===== config.mk =====
export PLATFORM = sky130hd
export DESIGN_NAME = ncr_host
export DESIGN_NICKNAME = d
export VERILOG_FILES = /design/src/ncr_pkg.sv /design/src/ncr_stream_if.sv /design/src/ncr_fifo.sv /design/src/ncr_host.sv
export SDC_FILE = /design/constraint.sdc
export NUM_CORES = 1
export LEC_CHECK = 0
export ABC_AREA = 0
export BUFFER_PORTS_ARGS = -buffer_cell sky130_fd_sc_hd__buf_2
export CAP_MARGIN = 20
export CORE_ASPECT_RATIO = 0.6
export CORE_MARGIN = 2
export CORE_UTILIZATION = 35
export CTS_CLUSTER_SIZE = 12
export DETAILED_ROUTE_END_ITERATION = 12
export PLACE_DENSITY = 0.62
export REMOVE_ABC_BUFFERS = 1
export SLEW_MARGIN = 20
export SYNTH_ARGS = -nofsm -noshare
export SYNTH_HDL_FRONTEND = slang
export SYNTH_SLANG_ARGS = --single-unit

===== constraint.sdc =====
create_clock -name clock -period 3 [get_ports clock]
set_clock_uncertainty 0.15 [all_clocks]
set_input_delay 0 -clock clock [delete_from_list [all_inputs] [get_ports clock]]
set_output_delay 0 -clock clock [all_outputs]
set_load 0.05 [all_outputs]

===== src/ncr_pkg.sv =====
// constants and types for the nand cache read host controller
package ncr_pkg;
   localparam logic [7:0] CMD_READ_1ST   = 8'h00;
   localparam logic [7:0] CMD_READ_2ND   = 8'h30;
   localparam logic [7:0] CMD_CACHE_SEQ  = 8'h31;
   localparam logic [7:0] CMD_CACHE_LAST = 8'h3F;
   localparam logic [7:0] CMD_COL_1ST    = 8'h05;
   localparam logic [7:0] CMD_COL_2ND    = 8'hE0;
   localparam logic [7:0] CMD_ID         = 8'h90;
   localparam logic [7:0] ADDR_ID_DEV    = 8'h00;
   localparam logic [7:0] ADDR_ID_ALT    = 8'h20;
   localparam logic [3:0] ID_LEN_DEV     = 4'h5;
   localparam logic [3:0] ID_LEN_ALT     = 4'h4;
   localparam logic [3:0] COL_HI_MASK    = 4'h0;
   // op codes on the user command port
   localparam logic [2:0] OP_PAGE_READ   = 3'h0;
   localparam logic [2:0] OP_CACHE_SEQ   = 3'h1;
   localparam logic [2:0] OP_CACHE_RAND  = 3'h2;
   localparam logic [2:0] OP_CACHE_LAST  = 3'h3;
   localparam logic [2:0] OP_COL_CHANGE  = 3'h4;
   localparam logic [2:0] OP_ID_DEV      = 3'h5;
   localparam logic [2:0] OP_ID_ALT      = 3'h6;
   localparam logic [2:0] OP_DATA_READ   = 3'h7;
   // strobe phase lengths in ns, and cycles at 5 ns
   localparam int CLK_PERIOD_NS   = 5;
   localparam int STROBE_LOW_NS   = 15;
   localparam int STROBE_HIGH_NS  = 15;
   localparam logic [3:0] STROBE_LOW_CYC =
      4'((STROBE_LOW_NS + CLK_PERIOD_NS - 1) / CLK_PERIOD_NS);
   localparam logic [3:0] STROBE_HIGH_CYC =
      4'((STROBE_HIGH_NS + CLK_PERIOD_NS - 1) / CLK_PERIOD_NS);
   localparam logic [3:0] BUSY_WAIT_CYC = 4'h4;
   localparam int FIFO_DEPTH = 4;
   localparam int FIFO_WIDTH = 8;
   typedef enum logic [7:0] {
      ST_IDLE   = 8'b0000_0001,
      ST_CMD    = 8'b0000_0010,
      ST_ADDR   = 8'b0000_0100,
      ST_CMD2   = 8'b0000_1000,
      ST_BWAIT  = 8'b0001_0000,
      ST_BUSY   = 8'b0010_0000,
      ST_READ   = 8'b0100_0000,
      ST_HOLD   = 8'b1000_0000
   } ncr_state_t;
endpackage


===== src/ncr_stream_if.sv =====
// valid/ready byte stream between the controller and its fifo
`timescale 1ns/10ps
`default_nettype none
interface ncr_stream_if;
   logic       valid;
   logic       ready;
   logic [7:0] data;
   modport src (output valid, output data, input ready);
   modport dst (input valid, input data, output ready);
endinterface
`default_nettype wire

===== src/ncr_fifo.sv =====
// small synchronous fifo with valid/ready on both sides
`timescale 1ns/10ps
`default_nettype none
module ncr_fifo #(
   parameter int WIDTH = 8,
   parameter int DEPTH = 4
) (
   input  wire logic             clock,
   input  wire logic             reset,
   input  wire logic             in_valid,
   output logic                  in_ready,
   input  wire logic [WIDTH-1:0] in_data,
   output logic                  out_valid,
   input  wire logic             out_ready,
   output logic [WIDTH-1:0]      out_data
);
   localparam int AW = $clog2(DEPTH);
   logic [WIDTH-1:0] mem [DEPTH];
   logic [AW-1:0]    wr_q;
   logic [AW-1:0]    rd_q;
   logic [AW-1:0]    rd_d;
   logic [AW:0]      cnt_q;
   logic [AW:0]      cnt_d;
   logic [WIDTH-1:0] head_q;
   logic             valid_q;
   logic             push;
   logic             pop;
   assign in_ready  = (cnt_q != (AW+1)'(DEPTH));
   // head kept in flops so the outputs leave straight from a register
   assign out_valid = valid_q;
   assign out_data  = head_q;
   assign push      = in_valid & in_ready;
   assign pop       = valid_q & out_ready;
   always_comb begin
      rd_d = rd_q;
      if (pop) begin
         rd_d = (rd_q == AW'(DEPTH - 1)) ? '0 : rd_q + 1'b1;
      end
      cnt_d = cnt_q + (AW+1)'(push) - (AW+1)'(pop);
   end
   always_ff @(posedge clock) begin
      if (push) begin
         mem[wr_q] <= in_data;
      end
   end
   always_ff @(posedge clock or posedge reset) begin
      if (reset) begin
         wr_q    <= '0;
         rd_q    <= '0;
         cnt_q   <= '0;
         valid_q <= 1'b0;
         head_q  <= '0;
      end else begin
         if (push) begin
            wr_q <= (wr_q == AW'(DEPTH - 1)) ? '0 : wr_q + 1'b1;
         end
         rd_q    <= rd_d;
         cnt_q   <= cnt_d;
         valid_q <= (cnt_d != '0);
         // a word written into the next head slot is not in mem yet: bypass it
         head_q  <= (push && rd_d == wr_q) ? in_data : mem[rd_d];
      end
   end
endmodule
`default_nettype wire


===== src/ncr_host.sv =====
// host controller driving the nand read, cache read and id sequences
`timescale 1ns/10ps
`default_nettype none
//////////////////////////////////////////////////////////////////////////////
module ncr_host (
   input  wire logic        clock,
   input  wire logic        reset,
   input  wire logic        cmd_valid,
   output logic             cmd_ready,
   input  wire logic [2:0]  cmd_op,
   input  wire logic [27:0] cmd_addr,
   input  wire logic [7:0]  cmd_len,
   output logic             rd_valid,
   input  wire logic        rd_ready,
   output logic [7:0]       rd_data,
   output logic             done_pulse,
   output logic             chip_en_n,
   output logic             cmd_latch,
   output logic             addr_latch,
   output logic             write_strobe_n,
   output logic             read_strobe_n,
   output logic [7:0]       io_out,
   output logic             io_oe,
   input  wire logic [7:0]  io_in,
   input  wire logic        ready_busy_n
);
   ////////////////////////////////////////////////////////////////////////////
   ncr_pkg::ncr_state_t state_q;
   logic [2:0]  op_q;
   logic [7:0]  addr_b_q [4];
   logic [2:0]  acnt_q;
   logic [2:0]  alen_q;
   logic [7:0]  rcnt_q;
   logic [3:0]  tcnt_q;
   logic        phase_q;
   logic [7:0]  io_q;
   logic        rb_s1_q;
   logic        rb_s2_q;
   logic [7:0]  io_s1_q;
   logic [7:0]  io_s2_q;
   logic        beat_end;
   ncr_stream_if fs ();

   // first command byte for an op
   function automatic logic [7:0] first_cmd(input logic [2:0] op);
      case (op)
         ncr_pkg::OP_CACHE_SEQ:  first_cmd = ncr_pkg::CMD_CACHE_SEQ;
         ncr_pkg::OP_CACHE_LAST: first_cmd = ncr_pkg::CMD_CACHE_LAST;
         ncr_pkg::OP_COL_CHANGE: first_cmd = ncr_pkg::CMD_COL_1ST;
         ncr_pkg::OP_ID_DEV,
         ncr_pkg::OP_ID_ALT:     first_cmd = ncr_pkg::CMD_ID;
         default:                first_cmd = ncr_pkg::CMD_READ_1ST;
      endcase
   endfunction

   // number of address cycles for an op
   function automatic logic [2:0] addr_cycles(input logic [2:0] op);
      case (op)
         ncr_pkg::OP_PAGE_READ,
         ncr_pkg::OP_CACHE_RAND: addr_cycles = 3'h4;
         ncr_pkg::OP_COL_CHANGE: addr_cycles = 3'h2;
         ncr_pkg::OP_ID_DEV,
         ncr_pkg::OP_ID_ALT:     addr_cycles = 3'h1;
         default:                addr_cycles = 3'h0;
      endcase
   endfunction

   ////////////////////////////////////////////////////////////////////////////
   // pins are outside this clock: two flops before use
   always_ff @(posedge clock or posedge reset) begin
      if (reset) begin
         rb_s1_q <= 1'b1;
         rb_s2_q <= 1'b1;
         io_s1_q <= 8'h00;
         io_s2_q <= 8'h00;
      end else begin
         rb_s1_q <= ready_busy_n;
         rb_s2_q <= rb_s1_q;
         io_s1_q <= io_in;
         io_s2_q <= io_s1_q;
      end
   end

   // each beat: low phase then high phase of a strobe
   assign beat_end = phase_q && (tcnt_q == ncr_pkg::STROBE_HIGH_CYC - 4'h1);

   always_ff @(posedge clock or posedge reset) begin
      if (reset) begin
         tcnt_q  <= 4'h0;
         phase_q <= 1'b0;
      end else if (state_q == ncr_pkg::ST_IDLE || state_q == ncr_pkg::ST_BUSY ||
                   state_q == ncr_pkg::ST_HOLD) begin
         tcnt_q  <= 4'h0;
         phase_q <= 1'b0;
      end else if (state_q == ncr_pkg::ST_BWAIT) begin
         tcnt_q  <= tcnt_q + 4'h1;
      end else if (!phase_q && tcnt_q == ncr_pkg::STROBE_LOW_CYC - 4'h1) begin
         tcnt_q  <= 4'h0;
         phase_q <= 1'b1;
      end else if (beat_end) begin
         tcnt_q  <= 4'h0;
         phase_q <= 1'b0;
      end else begin
         tcnt_q  <= tcnt_q + 4'h1;
      end
   end

   ////////////////////////////////////////////////////////////////////////////
   // sequencer
   always_ff @(posedge clock or posedge reset) begin
      if (reset) begin
         state_q    <= ncr_pkg::ST_IDLE;
         op_q       <= ncr_pkg::OP_PAGE_READ;
         acnt_q     <= 3'h0;
         alen_q     <= 3'h0;
         rcnt_q     <= 8'h00;
         cmd_ready  <= 1'b0;
         done_pulse <= 1'b0;
         for (int i = 0; i < 4; i++) begin
            addr_b_q[i] <= 8'h00;
         end
      end else begin
         done_pulse <= 1'b0;
         // ready stands in idle whatever valid does, and drops on the accepting edge
         cmd_ready  <= (state_q == ncr_pkg::ST_IDLE) && !(cmd_valid && cmd_ready);
         case (state_q)
            ncr_pkg::ST_IDLE: begin
               if (cmd_valid && cmd_ready) begin
                  op_q   <= cmd_op;
                  alen_q <= addr_cycles(cmd_op);
                  acnt_q <= 3'h0;
                  rcnt_q <= cmd_len;
                  addr_b_q[0] <= cmd_addr[7:0];
                  addr_b_q[1] <= {ncr_pkg::COL_HI_MASK, cmd_addr[11:8]};
                  addr_b_q[2] <= cmd_addr[19:12];
                  addr_b_q[3] <= cmd_addr[27:20];
                  if (cmd_op == ncr_pkg::OP_ID_DEV) begin
                     addr_b_q[0] <= ncr_pkg::ADDR_ID_DEV;
                  end else if (cmd_op == ncr_pkg::OP_ID_ALT) begin
                     addr_b_q[0] <= ncr_pkg::ADDR_ID_ALT;
                  end
                  // reads need no command: id and page data keep streaming
                  state_q <= (cmd_op == ncr_pkg::OP_DATA_READ) ?
                             ncr_pkg::ST_READ : ncr_pkg::ST_CMD;
               end
            end
            ncr_pkg::ST_CMD: begin
               if (beat_end) begin
                  state_q <= (alen_q != 3'h0) ? ncr_pkg::ST_ADDR : ncr_pkg::ST_BWAIT;
               end
            end
            ncr_pkg::ST_ADDR: begin
               if (beat_end) begin
                  acnt_q <= acnt_q + 3'h1;
                  if (acnt_q + 3'h1 == alen_q) begin
                     if (op_q == ncr_pkg::OP_ID_DEV || op_q == ncr_pkg::OP_ID_ALT) begin
                        state_q <= ncr_pkg::ST_READ;
                        rcnt_q  <= (op_q == ncr_pkg::OP_ID_DEV) ?
                                   {4'h0, ncr_pkg::ID_LEN_DEV} :
                                   {4'h0, ncr_pkg::ID_LEN_ALT};
                     end else begin
                        state_q <= ncr_pkg::ST_CMD2;
                     end
                  end
               end
            end
            ncr_pkg::ST_CMD2: begin
               if (beat_end) begin
                  // column change has no busy period
                  state_q <= (op_q == ncr_pkg::OP_COL_CHANGE) ?
                             ncr_pkg::ST_HOLD : ncr_pkg::ST_BWAIT;
               end
            end
            ncr_pkg::ST_BWAIT: begin
               // give the open-drain line time to fall before sampling
               if (tcnt_q == ncr_pkg::BUSY_WAIT_CYC) begin
                  state_q <= ncr_pkg::ST_BUSY;
               end
            end
            ncr_pkg::ST_BUSY: begin
               if (rb_s2_q) begin
                  state_q <= ncr_pkg::ST_HOLD;
               end
            end
            ncr_pkg::ST_READ: begin
               if (beat_end) begin
                  rcnt_q <= rcnt_q - 8'h01;
                  if (rcnt_q == 8'h01) begin
                     state_q <= ncr_pkg::ST_HOLD;
                  end
               end
            end
            ncr_pkg::ST_HOLD: begin
               done_pulse <= 1'b1;
               state_q    <= ncr_pkg::ST_IDLE;
            end
            default: state_q <= ncr_pkg::ST_IDLE;
         endcase
      end
   end

   ////////////////////////////////////////////////////////////////////////////
   // pin drive, all from flops
   always_ff @(posedge clock or posedge reset) begin
      if (reset) begin
         chip_en_n      <= 1'b1;
         cmd_latch      <= 1'b0;
         addr_latch     <= 1'b0;
         write_strobe_n <= 1'b1;
         read_strobe_n  <= 1'b1;
         io_out         <= 8'h00;
         io_oe          <= 1'b0;
      end else begin
         chip_en_n      <= (state_q == ncr_pkg::ST_IDLE);
         cmd_latch      <= (state_q == ncr_pkg::ST_CMD) || (state_q == ncr_pkg::ST_CMD2);
         addr_latch     <= (state_q == ncr_pkg::ST_ADDR);
         io_oe          <= (state_q == ncr_pkg::ST_CMD) || (state_q == ncr_pkg::ST_CMD2) ||
                           (state_q == ncr_pkg::ST_ADDR);
         write_strobe_n <= !(!phase_q && (state_q == ncr_pkg::ST_CMD ||
                           state_q == ncr_pkg::ST_CMD2 || state_q == ncr_pkg::ST_ADDR));
         // no back-pressure: a full fifo drops bytes, so rd_ready must stay up
         read_strobe_n  <= !(!phase_q && state_q == ncr_pkg::ST_READ);
         case (state_q)
            ncr_pkg::ST_CMD:  io_out <= first_cmd(op_q);
            ncr_pkg::ST_ADDR: io_out <= addr_b_q[acnt_q[1:0]];
            ncr_pkg::ST_CMD2: io_out <= (op_q == ncr_pkg::OP_COL_CHANGE) ? ncr_pkg::CMD_COL_2ND :
                                        (op_q == ncr_pkg::OP_PAGE_READ) ? ncr_pkg::CMD_READ_2ND :
                                        ncr_pkg::CMD_CACHE_SEQ;
            default:          io_out <= io_out;
         endcase
      end
   end

   // byte captured at end of each read beat; stream lags pins by sync delay
   always_ff @(posedge clock or posedge reset) begin
      if (reset) begin
         io_q <= 8'h00;
      end else if (state_q == ncr_pkg::ST_READ && beat_end) begin
         io_q <= io_s2_q;
      end
   end

   logic push_q;
   always_ff @(posedge clock or posedge reset) begin
      if (reset) begin
         push_q <= 1'b0;
      end else begin
         push_q <= (state_q == ncr_pkg::ST_READ) && beat_end;
      end
   end
   assign fs.valid = push_q;
   assign fs.data  = io_q;

   ncr_fifo #(
      .WIDTH (ncr_pkg::FIFO_WIDTH),
      .DEPTH (ncr_pkg::FIFO_DEPTH)
   ) u_fifo (
      .clock     (clock),
      .reset     (reset),
      .in_valid  (fs.valid),
      .in_ready  (fs.ready),
      .in_data   (fs.data),
      .out_valid (rd_valid),
      .out_ready (rd_ready),
      .out_data  (rd_data)
   );
endmodule
`default_nettype wire


Yosys cells after proc, flatten, opt, wreduce, memory -nomap -nowiden
Memories as Yosys holds them, arrays and structs flattened. A register that Yosys moved wholly into a read port is not among the register bits.
Cells that the tools add are included.
{ "classes": {"addsub": 7, "order_cmp": 1, "n_bitwise": 3, "n_eq_ne": 36, "reduce_logical": 32, "n_mux": 48} }
{ "ops": {"columns": ["operator", "n"], "rows": [
  ["8-bit 2-to-1 mux", 20],
  ["8-bit one-hot mux with 7 select lines", 1],
  ["8-bit one-hot mux with 3 select lines", 2],
  ["8-bit one-hot mux with 4 select lines", 1],
  ["3-bit equality test, second input constant", 7],
  ["2-bit inequality test, second input constant", 9],
  ["8-bit binary-select mux with 2-bit select", 1],
  ["8-bit by 1-bit equality test with 1-bit output, second input constant", 2],
  ["4-bit 2-to-1 mux", 4],
  ["3-bit nonzero test", 5],
  ["7-bit 2-to-1 mux", 2],
  ["1-bit 2-to-1 mux", 9],
  ["3-bit one-hot mux with 3 select lines", 1],
  ["9-bit AND reduction", 1],
  ["8-bit by 2-bit equality test with 1-bit output, second input constant", 1],
  ["8-bit by 3-bit equality test with 1-bit output, second input constant", 1],
  ["8-bit by 4-bit equality test with 1-bit output, second input constant", 1],
  ["8-bit by 5-bit equality test with 1-bit output, second input constant", 1],
  ["8-bit by 6-bit equality test with 1-bit output, second input constant", 1],
  ["8-bit by 7-bit equality test with 1-bit output, second input constant", 1],
  ["8-bit equality test, second input constant", 1],
  ["8-bit by 1-bit subtractor with 8-bit output, second input constant", 1],
  ["1-bit logical AND", 7],
  ["3-bit by 2-bit equality test with 1-bit output, second input constant", 2],
  ["other kinds (27)", 45]
]} }
{ "word_totals": {"output_inout_bits": 25, "in_bits": 52, "elab_cells": 158, "ramBits": 32, "memories": 1, "regBits": 109} }
{ "mem_list": {"columns": ["name", "words", "word_bits", "rd", "rd_ports_with_merged_regs", "write_ports", "line", "source"], "rows": [
  ["u_fifo.mem", 4, 8, 1, 1, 1, "ncr_fifo.sv:18", "logic [WIDTH-1:0] mem [DEPTH];"]
]} }

Longest topological paths before layout
Gate-level depths: netlist (run 1).
{ "logic_depth": {"word_depth": 6, "ltp_mapped": 8, "mapped_depth_nobuf": 8} }

Cells and area by module
Synthesis (run 1) repeated with hierarchy kept, for this count alone.
{ "hier_totals": {"hier_cells": 588, "hier_area_um2": 6718.9} }
{ "modules_own_cells": {"columns": ["mod", "seq_area_each_um2", "cells_each", "instances", "area_each_um2"], "rows": [
  ["ncr_host", 2534.9, 467, 1, 4704.5],
  ["ncr_fifo", 1361.3, 121, 1, 2014.4]
]} }

Worst setup path before layout (run 1)
No wires, ideal clock.
{ "synth_timing": {"path_kind": "register to register", "from": "reg acnt_q[1]", "to": "reg state_q[2]", "arrival_ns": 2.205, "synth_period_minus_slack_ns": 2.480, "t_required_ns": 2.725, "stages_incl_launch_ff": 8, "setup_slack_ns": 0.520, "path_cell_list": "dfrtp_1 > ha_1 > xor2_1 > o311ai_2 > nand2_1 > or4_1 > buf_6 > mux2_4"} }
{ "synth_between": {"elab_chain_cells": 4} }
{ "synth_lines": {"columns": ["element", "line", "source"], "rows": [
  ["start, declared", "ncr_host.sv:31", "logic [2:0] acnt_q;"],
  ["start signal, assigned", "ncr_host.sv:154", "acnt_q <= acnt_q + 3'h1;"],
  ["3-bit by 1-bit adder with 3-bit output", "ncr_host.sv:155", "if (acnt_q + 3'h1 == alen_q) begin"],
  ["3-bit equality test", "ncr_host.sv:155", null],
  ["2-bit inequality test (no line)", null, null],
  ["9-bit AND reduction (no line)", null, null],
  ["end signal, assigned", "ncr_host.sv:157", "state_q <= ncr_pkg::ST_READ;"],
  ["end signal, assigned", "ncr_host.sv:162", "state_q <= ncr_pkg::ST_CMD2;"],
  ["end signal, assigned", "ncr_host.sv:170", "state_q <= (op_q == ncr_pkg::OP_COL_CHANGE) ?"],
  ["end, declared", "ncr_host.sv:28", "ncr_pkg::ncr_state_t state_q;"]
]} }
Every way passes these cells.
A chain may end at the register's enable or synchronous reset.

Worst setup path in the final report (run 1)
{ "layout_timing": {"from": "reg acnt_q[0]", "to": "reg state_q[2]"} }
Same word-level chain as after synthesis.

==> results of run 1 <==
placed cells by master (no fill, tap or decap), types with 3 or more instances in the layout:
cell type	count
sky130_fd_sc_hd__edfxtp_1	32
sky130_fd_sc_hd__dlygate4sd3_1	51
sky130_fd_sc_hd__o22ai_1	5
sky130_fd_sc_hd__and2_1	4
sky130_fd_sc_hd__a32oi_1	5
sky130_fd_sc_hd__mux2i_1	29
sky130_fd_sc_hd__inv_1	22
sky130_fd_sc_hd__buf_4	17
sky130_fd_sc_hd__nand2_1	38
sky130_fd_sc_hd__clkbuf_16	17
sky130_fd_sc_hd__nand3_1	13
sky130_fd_sc_hd__a31oi_1	4
sky130_fd_sc_hd__dfstp_2	6
sky130_fd_sc_hd__clkinvlp_4	3
sky130_fd_sc_hd__nor3_1	10
sky130_fd_sc_hd__xor2_1	6
sky130_fd_sc_hd__and3_1	3
sky130_fd_sc_hd__a22oi_1	3
sky130_fd_sc_hd__nor2_1	23
sky130_fd_sc_hd__dfrtp_1	110
sky130_fd_sc_hd__mux2_2	40
sky130_fd_sc_hd__mux4_2	4
sky130_fd_sc_hd__inv_6	4
sky130_fd_sc_hd__nor2b_1	3
sky130_fd_sc_hd__or3_1	6
sky130_fd_sc_hd__ha_1	13
sky130_fd_sc_hd__a21oi_1	16
sky130_fd_sc_hd__xnor2_1	9
sky130_fd_sc_hd__bufinv_16	3
sky130_fd_sc_hd__nand2b_1	5
sky130_fd_sc_hd__o21ai_0	34
sky130_fd_sc_hd__buf_2	76
synth_stat cells (all sizes together) (9+ instances only):
library cell	number
inv	24
a21oi	16
xnor2	9
nand3	15
mux2i	30
buf	12
clkbuf	10
edfxtp	32
ha	13
dfrtp	111
nand2	38
o21ai	34
mux2	42
nor3	12
nor2	23
layer usage:
metal | part of all wire | vias up | wire (um)
li1 | - | 2167 | -
met1 | 0.49 | 2293 | 7800
met2 | 0.43 | 155 | 6820
met3 | 0.058 | 26 | 919
met4 | 0.022 | 0 | 354
met5 | 0 | - | 0
worst min path at each step:
stage,from,cells past startpoint,slack (ps),endpoint
5_1_grt,cmd_valid,5,50,state_q[0]
6_report,cmd_valid,5,30,state_q[0]
4_1_cts,cmd_valid,5,1,state_q[0]
3_3_place_gp,io_in[2],1,-40,io_s1_q[2]
2_1_floorplan,ready_busy_n,0,-150,rb_s1_q
3_5_place_dp,ready_busy_n,1,-40,rb_s1_q
power by group through the flow:
stage / clock (mW) / combinational [mW] / sequential (mW)
6_report: 2.22 / 2.87 / 3.01
5_1_grt: 2.35 / 3.17 / 3.08
4_1_cts: 2.25 / 2.86 / 3.00
3_5_place_dp: 0 / 2.79 / 3.03
3_3_place_gp: 0 / 2.71 / 3.02
2_1_floorplan: 0 / 1.69 / 3.26
metrics by stage:
stage	TNS, ps	setup slack (ps)	instance area [um^2]	instances
finish	0	231	8410	914
global route	0	24.9	8410	914
global placement	0	322	7270	831
floorplan	-29800	-384	6430	497
CTS	0	190	8390	914
detailed placement	0	272	7270	831
cells by family after synthesis:
group | Yosys count | share of synthesized area
DFF | 149 | 0.596
and+or+nand+nor | 126 | 0.0997
AOI/OAI and AO/OA | 91 | 0.0892
muxes | 76 | 0.133
buffers and inverters | 47 | 0.0306
xor gates and xnor gates | 16 | 0.0237
adders and majority gates | 14 | 0.0279
final cells by class:
class	instances	area (um^2)	area share
Timing Repair Buffer	145	1040	0.123
Clock buffer	19	443	0.0527
Sequential cell	149	3900	0.463
Tap cell	240	300	0.0357
Multi-Input combinational cell	323	2460	0.293
Clock inverter	13	170	0.0202
Inverter	25	97.6	0.0116
repair_timing:
action / in CTS / in global routing
resized for setup: 0 / 4
setup endpoints to repair: 0 / 5
hold endpoints to repair: 107 / 0
hold buffers: 51 / 0
worst register-to-register path: stages (launching register included):
cell	delay (ps)
sky130_fd_sc_hd__dfrtp_1	390
sky130_fd_sc_hd__ha_1	330
sky130_fd_sc_hd__xor2_1	160
sky130_fd_sc_hd__o311ai_2	420
sky130_fd_sc_hd__nand2_1	130
sky130_fd_sc_hd__or4_1	720
sky130_fd_sc_hd__mux2_4	360
==> flow_metrics.tcl, run 1 <==
set metrics [dict create \
    largestRegisters "u_fifo.mem x32, addr_b_q x28" \
    finalCoreUtilization 0.463 \
    yosys.cell_types.count 64 \
    busiest_layer "met2" \
    cp_cell_sequence "ha_1, xor2_1, o311ai_2, nand2_1, or4_1, mux2_4" \
    power_frac_comb 0.355 \
    drt-total-wl_mm 15.9 \
    floorplan.initialDensity 0.360 \
    post-route-period-util 0.923 \
    globalRouteMet2Util 0.254 \
    count_of_pins_on_the_block_boundary 77 \
    grt_pass1_vias 4761 \
    worst-path-stages 6 \
    synth_enable_flop_cells 32 \
    post-route-drc-count 0 \
    final_antenna_net_count 0 \
    max_freq_mhz 361 \
    worst_setup_path_end_kind "register" \
    synth_top_area_share 0.425 \
    grt_max_degree 62 \
    final.fill_count 1630 \
    floorplan.core_area_um2 18200 \
    synth_top_cells_by_area "sky130_fd_sc_hd__dfrtp_1 42%, sky130_fd_sc_hd__edfxtp_1 15%, sky130_fd_sc_hd__mux2_2 6.9%" \
    max-clock-path-buffers 2 \
    postSynth.asyncResetShare 0.785 \
    clk-insertion-delay-late_ps 420 \
    p_per_area_nw_per_um2 964 \
    power_leakage_nw 3.72 \
    reg2regPathDepth 6 \
    cts_sinks 149 \
    hp-class "in -> reg" \
    worst_path_dominant_cell_family "simple AND/OR/NAND/NOR gates" \
    postSynthRegisterBits 149 \
    worst_ep_required_time_ps 3160 \
    vdd_drop_max_mv 0.462 \
    detailroute.via_count 4641 \
    die_x_um 180 \
    detail_route.vias_per_cell 5.08 \
    crit_slowest_cell "sky130_fd_sc_hd__or4_1" \
    crit_path_end "state_q[2]" \
    fin_nets 727 \
    seq_total_area_yosys 0.596 \
    intPower_mw 5.11 \
    power.share.clock 0.274 \
    power_frac_seq 0.372 \
    gr-total-overflow 0 \
    grt_setup_unrepaired "no" \
    post-route-min-period_ps 2770 \
    antenna_cells 0 \
    first_pass_iters 5 \
    gp_routability_congestion 0.878 \
    finalSetupViolations 0 \
    synthesis.area_um2 6540 \
    drt_iter0_markers 287 \
    reg2reg_slack_ps 230 \
    wl_per_cell_um 17.4 \
    cp_slowest_stage_delay_ps 720 \
    grt_first_pass_wirelength_mm 25.8 \
    total_power_mw 8.11 \
    max_cap_viol_count 0 \
    postCtsSetupBuffers 0 \
    crit_path_start_kind "register" \
    hold_violations 0 \
    drive_above_1_share 0.288 \
    met1_usage 0.242 \
    gr-usage-all-layers 0.173 \
    worst_margin_pin_slew_ps 970 \
    grt_util_met3 0.0417 \
    worst-path-buf-inv 0 \
    cp_data_arrival_time_ps 2930 \
    net-switching-power_mw 3.00 \
    switching_share 0.370 \
    run_status "completed" \
    critical_path_peak_fanout 7 \
    r2r_end "state_q[2]" \
    tritoncts.num_buffers 17 \
    antenna_found_initial 0 \
    max_flop_register "u_fifo.mem" \
    port_buffers 76 \
    hold_ws_ps 34.2 \
    syn_avg_cell_area_um2 12.6 \
    layout-area-overhead-vs-synth_pct 28.6 \
    yosys_warnings 0 \
    crit_type "reg -> reg" \
    worstSetupStartpoint "acnt_q[0]" \
    chipHeight_um 110 \
    row_count 38 \
    flip_flop_count_of_the_largest_register_after_layout 32 \
    htree_num_levels 4 \
    slew_violations 0 \
    die-area_um2 19800 \
    cts.reportedPaths.clkPinSlew_ps 60 \
    synth_top_flop_cell "sky130_fd_sc_hd__dfrtp_1" \
    detailed_place_hpwl_mm 11.1 \
    netlist_instances 519 \
    crit-reg2reg-launch "acnt_q[0]" \
    clock_tree.root_cell "sky130_fd_sc_hd__clkbuf_16" \
    slew_headroom 0.353 \
    post-synth-top-area-cell "sky130_fd_sc_hd__dfrtp_1" \
    tritoncts "yes" \
]
(Power assumes the default switching activity.)
==> run 2, diff against run 1 <==
Settings changed: ABC_AREA 0 to 1.
==> run 2 against run 1 <==
- fmax up 11%
- synthesized cell count up 41%
- global-route usage up 0.10 points
- power up 2.1%
- non-clock buffer count down 7
- sequential power down 3%
- critical path type unchanged
- highest routed layer unchanged
==> flow_metrics.tcl, run 2 <==
set metrics [dict create \
    vdd_drop_max_mv 0.478 \
    power_leakage_nw 4.08 \
    crit_type "reg -> reg" \
    post-synth-top-area-cell "sky130_fd_sc_hd__dfrtp_1" \
    cts.reportedPaths.clkPinSlew_ps 60 \
    reg2regPathDepth 8 \
    worst_ep_required_time_ps 3140 \
    postSynth.asyncResetShare 0.785 \
    postCtsSetupBuffers 0 \
    synth_top_area_share 0.412 \
    yosys.cell_types.count 41 \
    crit-reg2reg-launch "u_fifo.cnt_q[1]" \
    grt_first_pass_wirelength_mm 27.3 \
    row_count 39 \
    final_antenna_net_count 0 \
    seq_total_area_yosys 0.579 \
    tritoncts.num_buffers 17 \
    clock_tree.root_cell "sky130_fd_sc_hd__clkbuf_16" \
    netlist_instances 731 \
    cp_data_arrival_time_ps 2640 \
    detailed_place_hpwl_mm 11.8 \
    worstHoldPathCells 2 \
    run_status "completed" \
    count_of_pins_on_the_block_boundary 77 \
    detail_route.vias_per_cell 4.72 \
    worstSetupStartpoint "u_fifo.cnt_q[1]" \
    post_synth_fa_ha_maj_area_fraction 0.0271 \
    chipHeight_um 111 \
    die-area_um2 20400 \
    synthesis.area_um2 6730 \
    grt_max_degree 118 \
    wl_per_cell_um 14.8 \
    max_cap_viol_count 0 \
    total_power_mw 8.28 \
    net-switching-power_mw 3.42 \
    slew_violations 0 \
    final.fill_count 1837 \
    drt-total-wl_mm 16.7 \
    yosys.area_share.simple 0.230 \
    largestRegisters "u_fifo.mem x32, addr_b_q x28" \
    power_frac_comb 0.393 \
    critical_path_peak_fanout 6 \
    post-route-period-util 0.831 \
    floorplan.core_area_um2 18900 \
    port_buffers 76 \
    p_per_area_nw_per_um2 971 \
    fin_nets 938 \
    finalCoreUtilization 0.450 \
    synth_top_flop_cell "sky130_fd_sc_hd__dfrtp_1" \
    max_freq_mhz 401 \
    power_frac_seq 0.353 \
    clk-insertion-delay-late_ps 420 \
    max-clock-path-buffers 2 \
    gr-total-overflow 0 \
    detailroute.via_count 5339 \
    cell_types_with_the_highest_counts_after_synthesis "222 x sky130_fd_sc_hd__nand2_1, 111 x sky130_fd_sc_hd__dfrtp_1, 79 x sky130_fd_sc_hd__inv_1, 56 x sky130_fd_sc_hd__o21ai_0, 46 x sky130_fd_sc_hd__nand3_1" \
    post-route-min-period_ps 2490 \
    slew_headroom 0.480 \
    flip_flop_count_of_the_largest_register_after_layout 32 \
    hp-class "in -> reg" \
    hold_violations 0 \
    synth_mux_area_frac 0.00149 \
    drive_above_1_share 0.173 \
    max_flop_register "u_fifo.mem" \
    intPower_mw 4.86 \
    die_x_um 183 \
    switching_share 0.413 \
    drt_iter0_markers 496 \
    worst_margin_pin_slew_ps 777 \
    yosysMostFrequentCell "sky130_fd_sc_hd__nand2_1" \
    worst_setup_path_end_kind "register" \
    synth_compound_area_frac 0.0881 \
    post-route-drc-count 0 \
    r2r_end "u_fifo.out_valid" \
    holdCritStartpoint "io_in[6]" \
    grt_setup_unrepaired "no" \
    crit_path_start_kind "register" \
    grt_pass1_vias 4943 \
    worst_hold_path.endpoint "io_s1_q[6]" \
    first_pass_iters 7 \
    synth_top_cells_by_area "sky130_fd_sc_hd__dfrtp_1 41%, sky130_fd_sc_hd__edfxtp_1 14%, sky130_fd_sc_hd__nand2_1 12%" \
    power.share.clock 0.254 \
    syn_avg_cell_area_um2 9.21 \
    cts_sinks 149 \
    main_combinational_cell_family_by_area_after_synthesis "simple AND/OR/NAND/NOR gates" \
    most-common-layout-cells "222 x sky130_fd_sc_hd__nand2_1, 111 x sky130_fd_sc_hd__dfrtp_1, 78 x sky130_fd_sc_hd__inv_1" \
    synth_xor_area_frac 0.0115 \
    postSynthRegisterBits 149 \
    yosys_warnings 0 \
    layout-area-overhead-vs-synth_pct 26.6 \
    antenna_cells 0 \
    floorplan.initialDensity 0.356 \
    antenna_found_initial 1 \
    gp_routability_congestion 0.890 \
    finalSetupViolations 0 \
    reg2reg_slack_ps 510 \
    tritoncts "yes" \
    gr-usage-all-layers 0.174 \
    layout_commonest_cell "sky130_fd_sc_hd__nand2_1" \
    htree_num_levels 4 \
    synth_enable_flop_cells 32 \
]
## run 2: cell count changes in the layout (fill, tap and decap cells not counted), sizes merged, moves of 25 or more
cell | previous run | this run
mux2i | 30 | 1
nand2 | 38 | 238
mux2 | 42 | 0
nor2 | 23 | 51
inv | 28 | 89
nand3 | 15 | 49
o21ai | 34 | 59
## run 2: how the worst max path moves through the flow
stage                        to  cells past startpoint
3_5_place_dp   u_fifo.out_valid                      8
3_3_place_gp   u_fifo.out_valid                      8
2_1_floorplan         acnt_q[0]                      1
5_1_grt        u_fifo.out_valid                      8
4_1_cts        u_fifo.out_valid                      8
6_report       u_fifo.out_valid                      8
## run 2: kinds of logic after synthesis
logic type / after synthesis
AOI/OAI and AO/OA: 106
xor gates and xnor gates: 8
adders and majority gates: 14
buffers and inverters: 104
DFF: 149
muxes: 1
and+or+nand+nor: 349
## run 2: routing by layer
layer | track usage | wire length [um] | vias to the layer above
li1 | - | - | 2638
met1 | 0.285 | 8900 | 2524
met2 | 0.222 | 6500 | 169
met3 | 0.0448 | 1170 | 8
met4 | 0.0421 | 119 | 0
met5 | 0 | 0 | -
## run 2: power by group through the flow
stage               combinational, mW  sequential [mW]  clock [mW]
detailed placement               3.17             2.95           0
CTS                              3.25             2.92        2.14
finish                           3.26             2.92        2.10
floorplan                        1.93             3.33           0
global route                     3.64             2.99        2.25
global placement                 3.13             2.94           0
## run 2: timing repair
item	CTS	global route
resized for setup	0	0
hold buffers	58	0
endpoints found under the setup margin	0	0
endpoints found under the hold margin	166	0
## run 2: metrics by stage
step	setup WS (ps)	cells	setup TNS [ps]	hold WS [ps]	cell area, um^2
2_1_floorplan	-241	715	-26730	-146	6640
3_3_place_gp	618	1041	0	-41.2	7370
3_5_place_dp	530	1041	0	-40.7	7370
4_1_cts	518	1131	0	51.4	8530
5_1_grt	335	1131	0	58.8	8530
6_report	507	1131	0	74.9	8530
## run 2: final cells by class
| type | count | area [um^2] | area share |
|---|---|---|---|
| repair buffers | 138 | 1000 | 0.118 |
| well taps | 246 | 308 | 0.0361 |
| flip-flops and latches | 149 | 3900 | 0.457 |
| inverters | 88 | 333 | 0.0390 |
| clock buffers | 21 | 450 | 0.0528 |
| multi-input cells | 478 | 2410 | 0.283 |
| clock inverters | 11 | 128 | 0.0150 |
## run 2: worst max-delay path: stages (launching register included)
cell and delay (ps):
sky130_fd_sc_hd__dfrtp_1 400, sky130_fd_sc_hd__inv_1 110, sky130_fd_sc_hd__nand2_1 60, sky130_fd_sc_hd__o21ai_1 370
sky130_fd_sc_hd__inv_1 170, sky130_fd_sc_hd__ha_1 250, sky130_fd_sc_hd__fa_1 380, sky130_fd_sc_hd__xor2_1 170
sky130_fd_sc_hd__or3_1 320
